[config.mk]
export PLATFORM = sky130hd
export DESIGN_NAME = spvcr_regs
export DESIGN_NICKNAME = d
export VERILOG_FILES = /design/src/spvcr_pkg.sv /design/src/spvcr_sync.sv /design/src/spvcr_regs.sv
export SDC_FILE = /design/constraint.sdc
export NUM_CORES = 1
export LEC_CHECK = 0
export ABC_AREA = 1
export BUFFER_PORTS_ARGS = -buffer_cell sky130_fd_sc_hd__buf_2
export CAP_MARGIN = 5
export CORE_MARGIN = 2
export CORE_UTILIZATION = 54
export DETAILED_ROUTE_END_ITERATION = 12
export PLACE_DENSITY = 0.89
export SYNTH_ARGS = -nofsm -noshare
export SYNTH_HDL_FRONTEND = slang
export SYNTH_HIERARCHICAL = 1
export SYNTH_SLANG_ARGS = --single-unit
[constraint.sdc]
create_clock -name mclk -period 2.2 [get_ports mclk]
set_input_delay 0.33 -clock mclk [delete_from_list [all_inputs] [get_ports mclk]]
set_output_delay 0.33 -clock mclk [all_outputs]
set_load 0.005 [all_outputs]
[src/spvcr_pkg.sv]
// constants for the switch port vendor configuration register bank
package spvcr_pkg;
    localparam logic [7:0]  SPVCR_OFS_PHY3     = 8'h90;
    localparam logic [7:0]  SPVCR_OFS_PHY4     = 8'h94;
    localparam logic [7:0]  SPVCR_OFS_OPMODE   = 8'h98;
    localparam logic [7:0]  SPVCR_OFS_CAPHDR   = 8'hb0;
    localparam logic [7:0]  SPVCR_OFS_SSID     = 8'hb4;
    localparam logic [7:0]  SPVCR_OFS_GPIO     = 8'hb8;
    localparam logic [6:0]  SPVCR_RST_LANE     = 7'h00;
    localparam logic [16:0] SPVCR_RST_DELTA    = 17'h00001;
    localparam logic [15:0] SPVCR_RST_TXMARGIN = 16'h116b;
    localparam logic [7:0]  SPVCR_RST_RECEIVE_EQUALISATION_UP  = 8'h86;
    localparam logic [7:0]  SPVCR_RST_RECEIVE_EQUALISATION_DN  = 8'h00;
    localparam logic [3:0]  SPVCR_RST_CLKEN    = 4'hf;
    localparam logic [1:0]  SPVCR_STRAP_WAIT   = 2'd2;
    localparam logic [7:0]  SPVCR_CAP_ID       = 8'h0d;
    localparam logic [7:0]  SPVCR_CAP_NEXT     = 8'hc0;
    localparam logic [15:0] SPVCR_RST_SSVID    = 16'h0000;
    localparam logic [15:0] SPVCR_RST_SSID     = 16'h0000;
    localparam int          SPVCR_GPIO_PINS    = 4;
    localparam int          SPVCR_GPIO_IN_POS  = 0;
    localparam int          SPVCR_GPIO_DIR_POS = 1;
    localparam int          SPVCR_GPIO_OUT_POS = 2;
    localparam int          SPVCR_NUM_REFCLK   = 3;
endpackage : spvcr_pkg

[src/spvcr_sync.sv]
// two-flop synchroniser for pin inputs
`timescale 1ns/1ps
module spvcr_sync
    import spvcr_pkg::*;
#(
    parameter int W = 1
) (
    // clock and reset
    input  wire logic         mclk,
    input  wire logic         rst,
    // data
    input  wire logic [W-1:0] async_i,
    output logic      [W-1:0] sync_o
);
    typedef struct packed {
        logic [W-1:0] meta;
        logic [W-1:0] stab;
    } spvcr_sync_t;

    spvcr_sync_t s_q;
    spvcr_sync_t s_d;

    always_comb begin
        s_d      = s_q;
        s_d.meta = async_i;
        s_d.stab = s_q.meta;
    end

    always_ff @(posedge mclk) begin
        if (rst) begin
            s_q <= '0;
        end else begin
            s_q <= s_d;
        end
    end

    assign sync_o = s_q.stab;
endmodule : spvcr_sync

[src/spvcr_regs.sv]
// vendor configuration register bank of one switch port
// What this block does
// - lane mode bits 6:0 read-only, reset zero
// - delta setting bits 31:15 reset to one
// - tx margin 116b, rx equalisation upstream 86
// - operation mode word packs strap flags
// - powerdown bit from strap, enables reset ones
// - bit 20 one disables all reference clocks
// - bits 18:16 gate each clock pair
// - clock control reloadable by strap, management, eeprom
// - capability id reads 0d
// - next capability pointer reads c0
// - subsystem_vendor_identifier, reloadable, reset zero
// - subsystem device id, reloadable, reset zero
// - gpio register only on upstream port
// - gpio input bit shows pin level
// - gpio direction bit, one means output
// - gpio output value driven when output
`timescale 1ns/1ps
module spvcr_regs
    import spvcr_pkg::*;
#(
    parameter bit UPSTREAM = 1'b1
) (
    // clock and reset
    input  wire logic                        mclk,
    input  wire logic                        rst,
    // configuration access
    input  wire logic                        cfg_rd,
    input  wire logic                        cfg_wr,
    input  wire logic [7:0]                  cfg_addr,
    input  wire logic [31:0]                 cfg_wdata,
    input  wire logic [3:0]                  cfg_be,
    output logic      [31:0]                 cfg_rdata,
    output logic                             cfg_rvalid,
    // default loader (management bus or eeprom autoload)
    input  wire logic                        load_clkbuf,
    input  wire logic [4:0]                  load_clkbuf_val,
    input  wire logic                        load_ssvid,
    input  wire logic [15:0]                 load_ssvid_val,
    input  wire logic                        load_ssid,
    input  wire logic [15:0]                 load_ssid_val,
    // straps
    input  wire logic                        clock_buffer_powerdown_strap,
    input  wire logic                        scan_mode_strap,
    input  wire logic [2:0]                  package_select,
    input  wire logic                        physical_layer_mode,
    input  wire logic                        debug_mode_strap,
    input  wire logic                        fast_mode_strap,
    input  wire logic                        quiescent_current_test_n,
    input  wire logic                        serial_rom_skip,
    // reference clock output enables
    output logic      [SPVCR_NUM_REFCLK-1:0] reference_clock_output_pair_en,
    // general purpose pins
    input  wire logic [SPVCR_GPIO_PINS-1:0]  gpio_i,
    output logic      [SPVCR_GPIO_PINS-1:0]  gpio_o,
    output logic      [SPVCR_GPIO_PINS-1:0]  gpio_oe
);
    typedef struct packed {
        logic [1:0]                 strap_wait;
        logic                       powerdown;
        logic [3:0]                 clk_en;
        logic [15:0]                ssvid;
        logic [15:0]                ssid;
        logic [SPVCR_GPIO_PINS-1:0] dir;
        logic [SPVCR_GPIO_PINS-1:0] outv;
        logic [31:0]                rdata;
        logic                       rvalid;
        logic [SPVCR_NUM_REFCLK-1:0] refclk_en;
        logic [SPVCR_GPIO_PINS-1:0] pin_o;
        logic [SPVCR_GPIO_PINS-1:0] pin_oe;
    } spvcr_state_t;

    spvcr_state_t st_q;
    spvcr_state_t st_d;

    // all straps and pins pass two flops before use
    localparam int STRAP_W = 10;
    logic [STRAP_W-1:0]         strap_s;
    logic [SPVCR_GPIO_PINS-1:0] gpio_s;

    spvcr_sync #(.W(STRAP_W)) u_strap_sync (
        .mclk    (mclk),
        .rst     (rst),
        .async_i ({clock_buffer_powerdown_strap, scan_mode_strap, package_select,
                   physical_layer_mode, debug_mode_strap, fast_mode_strap,
                   quiescent_current_test_n, serial_rom_skip}),
        .sync_o  (strap_s)
    );

    spvcr_sync #(.W(SPVCR_GPIO_PINS)) u_gpio_sync (
        .mclk    (mclk),
        .rst     (rst),
        .async_i (gpio_i),
        .sync_o  (gpio_s)
    );

    function automatic logic [31:0] gpio_word(input logic [SPVCR_GPIO_PINS-1:0] pin,
                                              input logic [SPVCR_GPIO_PINS-1:0] dir,
                                              input logic [SPVCR_GPIO_PINS-1:0] outv);
        logic [31:0] w;
        w = '0;
        for (int n = 0; n < SPVCR_GPIO_PINS; n++) begin
            w[4*n+SPVCR_GPIO_IN_POS]  = pin[n];
            w[4*n+SPVCR_GPIO_DIR_POS] = dir[n];
            w[4*n+SPVCR_GPIO_OUT_POS] = outv[n];
        end
        return w;
    endfunction : gpio_word

    logic [7:0]  receive_equalisation;
    logic [31:0] rd_mux;

    always_comb begin
        receive_equalisation   = UPSTREAM ? SPVCR_RST_RECEIVE_EQUALISATION_UP : SPVCR_RST_RECEIVE_EQUALISATION_DN;
        rd_mux = '0;
        case (cfg_addr)
            SPVCR_OFS_PHY3:   rd_mux = {SPVCR_RST_DELTA, 8'h00, SPVCR_RST_LANE};
            SPVCR_OFS_PHY4:   rd_mux = {8'h00, receive_equalisation, SPVCR_RST_TXMARGIN};
            SPVCR_OFS_OPMODE: rd_mux = {11'h000, st_q.powerdown, 1'b0, st_q.clk_en[2:0],
                                        7'h00, strap_s[8:0]};
            SPVCR_OFS_CAPHDR: rd_mux = {16'h0000, SPVCR_CAP_NEXT, SPVCR_CAP_ID};
            SPVCR_OFS_SSID:   rd_mux = {st_q.ssid, st_q.ssvid};
            SPVCR_OFS_GPIO:   rd_mux = UPSTREAM ? gpio_word(gpio_s, st_q.dir, st_q.outv)
                                                : 32'h0000_0000;
            default:          rd_mux = '0;
        endcase
    end

    always_comb begin
        st_d        = st_q;
        st_d.rvalid = cfg_rd;
        st_d.rdata  = cfg_rd ? rd_mux : 32'h0000_0000;
        // the synchroniser restarts from zero, so power-down stays set until the
        // strap level has crossed both flops, then takes it once
        if (st_q.strap_wait != SPVCR_STRAP_WAIT + 2'd1) begin
            st_d.strap_wait = st_q.strap_wait + 2'd1;
        end
        if (st_q.strap_wait == SPVCR_STRAP_WAIT) begin
            st_d.powerdown = strap_s[9];
        end
        if (load_clkbuf) begin
            st_d.powerdown = load_clkbuf_val[4];
            st_d.clk_en    = {1'b1, load_clkbuf_val[2:0]};
        end
        if (load_ssvid) begin
            st_d.ssvid = load_ssvid_val;
        end
        if (load_ssid) begin
            st_d.ssid = load_ssid_val;
        end
        if (UPSTREAM && cfg_wr && cfg_addr == SPVCR_OFS_GPIO) begin
            for (int n = 0; n < SPVCR_GPIO_PINS; n++) begin
                if (cfg_be[n/2]) begin
                    st_d.dir[n]  = cfg_wdata[4*n+SPVCR_GPIO_DIR_POS];
                    st_d.outv[n] = cfg_wdata[4*n+SPVCR_GPIO_OUT_POS];
                end
            end
        end
        // one disables all, zero lets per-pair enables through
        st_d.refclk_en = st_d.powerdown ? '0 : st_d.clk_en[2:0];
        st_d.pin_oe    = UPSTREAM ? st_d.dir : '0;
        st_d.pin_o     = UPSTREAM ? (st_d.outv & st_d.dir) : '0;
    end

    always_ff @(posedge mclk) begin
        if (rst) begin
            st_q            <= '0;
            st_q.powerdown  <= 1'b1;
            st_q.clk_en     <= SPVCR_RST_CLKEN;
            st_q.ssvid      <= SPVCR_RST_SSVID;
            st_q.ssid       <= SPVCR_RST_SSID;
        end else begin
            st_q <= st_d;
        end
    end

    assign cfg_rdata                      = st_q.rdata;
    assign cfg_rvalid                     = st_q.rvalid;
    assign reference_clock_output_pair_en = st_q.refclk_en;
    assign gpio_o                         = st_q.pin_o;
    assign gpio_oe                        = st_q.pin_oe;
endmodule : spvcr_regs

==> results by group, run 1 <==
Setup path
  – Critical path's largest stage delay: 0.38 ns
  – CP Launch Type: flop
  – Data required time at the worst endpoint: 1.87 ns
  – Crit Path Category: reg2out
  – CP max FO: 4
  – Critical path cell sequence: buf_2
  – CP max stage cell: dfxtp_1
  – Sum of buffers and inverters on the critical path: 1
  – Reg2Reg Depth: 5
  – Reg-to-Reg Start: st_q[89]$_SDFFE_PP0P_
  – CP delay by family, top: flip-flops
  – Capture point of the worst reg-to-reg path: reference_clock_output_pair_en[0]$_SDFF_PP0_
  – Critical Path AT: 1.02 ns
  – Crit. End Element: primary output
  – Reg-to-reg setup timing slack: 0.98 ns

Route
  – WL/cell: 14.2 um
  – Post-Route WL: 10.7 mm
  – Via count of the routed design: 3769
  – Routed vias/inst: 5.01
  – Drt first-iter violations: 243
  – Drt first pass iters: 6
  – Remaining DRCs: 0
  – ANT nets after route: 0

Flow run
  – Max-Cap Viols: 0

Synthesis
  – Cell count after synthesis: 559
  – Syn. warnings: 6
  – Distinct cells, synth: 28
  – Sequential area share after synthesis: 50.9%
  – Syn avg cell area: 8.02 um2
  – Dominant cells by area after synthesis: dfxtp_1, nor2_1, buf_4
  – Netlist area before placement: 0.00448 mm2
  – Synth Net Count: 663
  – Synth top area share: 50.9%
  – Synth area leader: dfxtp_1
  – Synth Register Bits: 114

Power and ir drop
  – Max IR drop VDD: 0.534 mV
  – Leakage power figure: 2.68 nW
  – Overall power: 5.17 mW
  – Power per cell area: 962 mW/mm2

STA
  – Hold violation count in the final report: 0
  – Setup_tns: 0 ns
  – Clock skew: 0.00996 ns
  – Worst Max-Slew Pin Slew: 0.609 ns
  – Relative slew slack: 59.3%
  – RSZ-0062 raised after global routing: false
  – Max-slew violations: 0
  – Final setup viols: 0
  – Peak Freq: 0.739 GHz
  – Final worst path period share: 61.5%
  – Final worst path period need: 1.35 ns

Clocking
  – CTS buffer count: 17
  – Post-CTS Setup Bufs: 0
  – Max clock buf depth: 2
  – Root Buffer: clkbuf_8
  – Clk sinks: 114
  – Worst-path clk slew: 0.06 ns
  – CTS resizes: 0
  – H-tree levels: 4
  – Cts hold-fix bufs: 0
  – Later-pin clock latency in the skew report: 0.51 ns
  – CTS tree: built

Finish
  – Finished Layout Cells: 753
  – Final nets: 739
  – Layout Utilization: 66.1%
  – Area delta synth->final: 20.0%
  – # diodes: 0
  – Fill count: 599
  – Layout cell share with drive strength beyond 1: 28.2%

Min path
  – Hold_sp: gpio_i[3]
  – Worst Hold Path Cells: 3
  – Hold EP: u_gpio_sync/s_d[3]$_SDFF_PP0_
  – Hold WC Path Type: in2reg

Placement
  – GPL Wtd Cong: 0.824
  – PortBufs: 118
  – Detailed Place HPWL: 6.88 mm
  – Placed cells: 721

Global routing
  – Largest net degree at the start of global routing: 35
  – Number of global-route vias before repair: 3699
  – First-pass GRT wire length: 16.4 mm
  – Initial antenna violation count: 0
  – Gr ovfl total: 0
  – GRT Resource Usage Total: 23.6%

Die
  – Die Wd: 95.1 um
  – Full die area: 0.00904 mm2
  – Rows: 33
  – Initial Util: 55.1%
  – Die Y: 95.1 um
  – Core area: 0.00813 mm2
  – I/O pins: 146

Status
  – Status: completed
==> Yosys cell counts <==
cell,instances
buf_2,5
nand2_2,7
and2_4,1
clkinv_1,1
nand2_4,2
o21ai_0,37
nand3_4,1
nor2_1,124
ha_1,2
clkbuf_1,11
nand3_1,39
mux2_2,4
nor3_1,1
and3_1,1
o21ai_1,3
a31oi_1,1
dfxtp_1,114
buf_6,4
nor2_4,2
a21oi_1,13
buf_4,45
o211ai_1,1
nor2_2,6
mux2i_1,6
inv_1,58
nor2_8,2
inv_2,5
nand2_1,63
==> power breakdown <==
group	internal, mW	total, mW	leakage, nW	switching, mW
Sequential	2.15	2.18	0.935	0.0359
Clock	1.75	2.69	0.280	0.939
Combinational	0.118	0.300	1.47	0.183
==> registers in the layout, summed over array words and instances, names as in the netlist <==
register                        count
gpio_o                              4
u_strap_sync/sync_o                10
st_q                               42
gpio_oe                             4
u_strap_sync/s_d                   10
reference_clock_output_pair_en      3
cfg_rvalid                          1
u_gpio_sync/s_d                     4
cfg_rdata                          32
u_gpio_sync/sync_o                  4
==> cell type report <==
| type | instances | area [um2] | area share (%) |
|---|---|---|---|
| well taps | 105 | 131 | 2.44 |
| flip-flops and latches | 114 | 2280 | 42.4 |
| clock buffers | 19 | 432 | 8.03 |
| repair buffers | 122 | 621 | 11.5 |
| clock inverters | 13 | 161 | 3.00 |
| multi-input cells | 316 | 1510 | 28.1 |
| inverters | 64 | 240 | 4.47 |
==> routing by layer <==
metal / vias to the layer above / part of all wire (%) / wire length (um) / global-route usage (%)
met5: - / 0 / 0 / 0
met4: 0 / 3.2 / 341 / 12.9
met3: 33 / 7.5 / 801 / 5.22
met2: 188 / 51 / 5430 / 41.6
met1: 1704 / 38 / 4110 / 26.3
li1: 1844 / - / - / -
==> cells by family after synthesis <==
family | after synthesis | synth area share, %
DFF | 114 | 50.9
and+or+nand+nor | 249 | 24.6
AOI/OAI and AO/OA | 55 | 6.23
adders and majority gates | 2 | 0.558
buffers and inverters | 129 | 15.4
muxes | 10 | 2.35
==> worst max-delay path by stage <==
stage | start | endpoint | slack (ns) | cells after the start
floorplan | cfg_addr[0] | cfg_rdata[12]$_SDFF_PP0_ | 1.01 | 8
global placement | cfg_addr[6] | cfg_rdata[1]$_SDFF_PP0_ | 0.55 | 10
detailed placement | cfg_addr[3] | cfg_rdata[17]$_SDFF_PP0_ | 0.48 | 10
CTS | gpio_oe[1]$_SDFF_PP0_ | gpio_oe[1] | 0.83 | 1
global route | gpio_oe[1]$_SDFF_PP0_ | gpio_oe[1] | 0.82 | 1
finish | gpio_oe[1]$_SDFF_PP0_ | gpio_oe[1] | 0.85 | 1
==> stage by stage <==
step | worst slack [ns] | hold WS [ns] | area (um2)
detailed placement | 0.484 | 0.396 | 4780
floorplan | 1.01 | 0.388 | 4480
global route | 0.815 | 0.0254 | 5380
global placement | 0.549 | 0.397 | 4780
finish | 0.847 | 0.0172 | 5380
CTS | 0.834 | 0.00691 | 5380
==> cells in the final DEF (no fill, tap or decap) <==
cell type / synthesis / layout
nor2_1: 124 / 124
buf_2: 5 / 118
dfxtp_1: 114 / 114
nand2_1: 63 / 63
inv_1: 58 / 58
nand3_1: 39 / 39
o21ai_0: 37 / 37
clkbuf_16: 0 / 16
a21oi_1: 13 / 13
nand2_2: 7 / 7
mux2i_1: 6 / 6
nor2_2: 6 / 6
inv_2: 5 / 5
mux2_2: 4 / 4
clkinvlp_4: 0 / 4
buf_4: 45 / 4
o21ai_1: 3 / 3
clkinv_2: 0 / 3
clkinv_4: 0 / 3
bufinv_16: 0 / 3
nand2_4: 2 / 2
nor2_8: 2 / 2
nor2_4: 2 / 2
ha_1: 2 / 2
clkbuf_8: 0 / 2
clkinv_1: 1 / 1
nand3_4: 1 / 1
and2_4: 1 / 1
and3_1: 1 / 1
a31oi_1: 1 / 1
o211ai_1: 1 / 1
nor3_1: 1 / 1
clkbuf_1: 11 / 1
(Power assumes the default switching activity.)
==> run 2: changes to the inputs <==
Settings changed: CORE_UTILIZATION 54 to 45, PLACE_DENSITY 0.89 to 0.8.
Clock period 2.2 ns to 1.2 ns, I/O delays scaled along.
==> run 2 against run 1 <==
Against the previous run:
- total power up 94%
- sequential power up 84%
- clock-buffer cell count up 2
- critical endpoint is now gpio_oe[0]
==> results by group, run 2 (synthesized netlist as in run 1, its figures left out) <==
Setup path
  – Critical path cell sequence: buf_2
  – Data required time at the worst endpoint: 1.02 ns (-0.85 ns)
  – Sum of buffers and inverters on the critical path: 1 (unchanged)
  – Capture point of the worst reg-to-reg path: reference_clock_output_pair_en[2]$_SDFF_PP0_
  – Crit. End Element: primary output
  – CP Launch Type: flop
  – CP max stage cell: dfxtp_2
  – CP max FO: 4 (unchanged)
  – Reg-to-reg setup timing slack: 0.10 ns (-0.88 ns)
  – Critical path's largest stage delay: 0.35 ns (-0.03 ns)
  – Critical Path AT: 0.98 ns (-0.04 ns)
  – Reg2Reg Depth: 5 (unchanged)
  – Crit Path Category: reg2out
  – Reg-to-Reg Start: st_q[89]$_SDFFE_PP0P_
  – CP delay by family, top: flip-flops

Route
  – Post-Route WL: 10.7 mm (about the same)
  – Routed vias/inst: 4.53 (-9.6%)
  – ANT nets after route: 0 (unchanged)
  – Drt first pass iters: 4 (-2)
  – Via count of the routed design: 3856 (+2.3%)
  – Drt first-iter violations: 197 (-19%)
  – Remaining DRCs: 0 (unchanged)
  – WL/cell: 12.5 um (-12%)

Clocking
  – Max clock buf depth: 2 (unchanged)
  – CTS buffer count: 17 (unchanged)
  – H-tree levels: 4 (unchanged)
  – CTS tree: built
  – Root Buffer: clkbuf_8
  – Worst-path clk slew: 0.06 ns (about the same)
  – Post-CTS Setup Bufs: 0 (unchanged)
  – Later-pin clock latency in the skew report: 0.51 ns (about the same)
  – Clk sinks: 114 (unchanged)

Die
  – I/O pins: 146 (unchanged)
  – Die Y: 104 um (+9.1%)
  – Core area: 0.00973 mm2 (+20%)
  – Die Wd: 104 um (+9.1%)
  – Rows: 36 (+9.1%)
  – Full die area: 0.0108 mm2 (+19%)
  – Initial Util: 46.1% (-9.0 points)

Finish
  – Design Area, Final: 0.00617 mm2 (+15%)
  – Area delta synth->final: 37.8%
  – Final nets: 812 (+9.9%)
  – Fill count: 801 (+34%)
  – Biggest register: st_q
  – Layout cell share with drive strength beyond 1: 29.5% (+1.2 points)
  – Most common cell after layout, fill and taps aside: nor2_1
  – Most frequent cells in the layout: nor2_1, buf_2, dfxtp_1
  – Largest register FFs: 42 (unchanged)
  – # diodes: 0 (unchanged)

STA
  – Peak Freq: 0.861 GHz
  – Final worst path period need: 1.16 ns
  – Clock skew: 0.00997 ns (+0.0000104 ns)
  – Max-slew violations: 0 (unchanged)
  – Final worst path period share: 96.8%
  – Setup_tns: 0 ns (unchanged)
  – Hold violation count in the final report: 0 (unchanged)
  – Relative slew slack: 78.7% (+19 points)
  – Worst Max-Slew Pin Slew: 0.319 ns (-0.290 ns)
  – Hold WS: 0.000636 ns (-0.0166 ns)
  – RSZ-0062 raised after global routing: false
  – Final setup viols: 0 (unchanged)

Global routing
  – Largest net degree at the start of global routing: 20 (-43%)
  – Number of global-route vias before repair: 3919 (+5.9%)
  – Gr ovfl total: 0 (unchanged)
  – GRT Resource Usage Total: 20.5% (-3.1 points)
  – Initial antenna violation count: 0 (unchanged)
  – First-pass GRT wire length: 17.6 mm (+7.7%)

Placement
  – Placed Area: 0.00501 mm2 (+4.7%)
  – PortBufs: 118 (unchanged)
  – GPL Wtd Cong: 0.869 (+5.5%)
  – Detailed Place HPWL: 7.43 mm (+7.9%)

Min path
  – Worst Hold Path Cells: 3 (unchanged)
  – Hold WC Path Type: in2reg
  – Hold EP: st_q[84]$_SDFF_PP1_
  – Hold_sp: rst

Flow run
  – Max-Cap Viols: 0 (unchanged)

Power and ir drop
  – Leakage power figure: 3.04 nW (+13%)
  – Max IR drop VDD: 0.914 mV (+71%)
  – Power per cell area: 1630 mW/mm2 (+69%)
  – Overall power: 10.1 mW (+94%)

Status
  – Status: completed
[run 2: per-stage QoR]
step | setup slack (ns) | instances | util [%]
after global placement | -0.0415 | 771 | 51.5
after floorplan | 0.164 | 559 | -
after global routing | 0.00112 | 852 | 63.5
after CTS | 0.00331 | 851 | 63.2
after detailed placement | -0.109 | 771 | 51.5
final | 0.0383 | 852 | 63.5
[run 2: worst register-to-register path, cell delays in order (launching register included)]
cell     delay [ns]
dfxtp_2        0.33
inv_2          0.04
ha_2           0.18
mux2i_2        0.16
o21ai_2        0.21
nor2_1         0.07
[run 2: power breakdown]
group / total [mW] / internal, mW / switching, mW
Sequential: 4.01 / 3.94 / 0.0695
Combinational: 0.699 / 0.357 / 0.342
Clock: 5.34 / 3.72 / 1.63
[run 2: what timing repair did]
item / in CTS / in global routing
hold buffers: 50 / 1
resized for setup: 4 / 5
endpoints found under the setup margin: 4 / 4
endpoints found under the hold margin: 52 / 1
pin swaps: 0 / 2
[run 2: worst max-delay path by stage]
stage	end	from	depth (start not counted)	slack [ns]
after floorplan	cfg_rdata[12]$_SDFF_PP0_	cfg_addr[0]	8	0.16
after global placement	gpio_o[2]$_SDFF_PP0_	cfg_addr[6]	10	-0.04
after detailed placement	gpio_o[3]$_SDFF_PP0_	cfg_addr[6]	10	-0.11
after CTS	reference_clock_output_pair_en[0]$_SDFF_PP0_	st_q[89]$_SDFFE_PP0P_	5	0.003
after global routing	gpio_oe[0]	gpio_oe[0]$_SDFF_PP0_	1	0.001
final	gpio_oe[0]	gpio_oe[0]$_SDFF_PP0_	1	0.04
[run 2: layer usage]
metal | up-vias | wire length (um) | GRT usage (%)
li1 | 1980 | - | -
met1 | 1718 | 4620 | 23.6
met2 | 127 | 5130 | 34.8
met3 | 31 | 590 | 5.60
met4 | 0 | 348 | 10.9
met5 | - | 0 | 0
[run 2: layout make-up]
type                            instances  area, um2  share of cell area (%)
Clock inverter                          9        179                    2.90
Clock buffer                           21        459                    7.44
Multi-Input combinational cell        316       1520                    24.6
Timing Repair Buffer                  195       1320                    21.4
Sequential cell                       114       2290                    37.1
Inverter                               64        240                    3.89
Tap cell                              133        166                    2.70
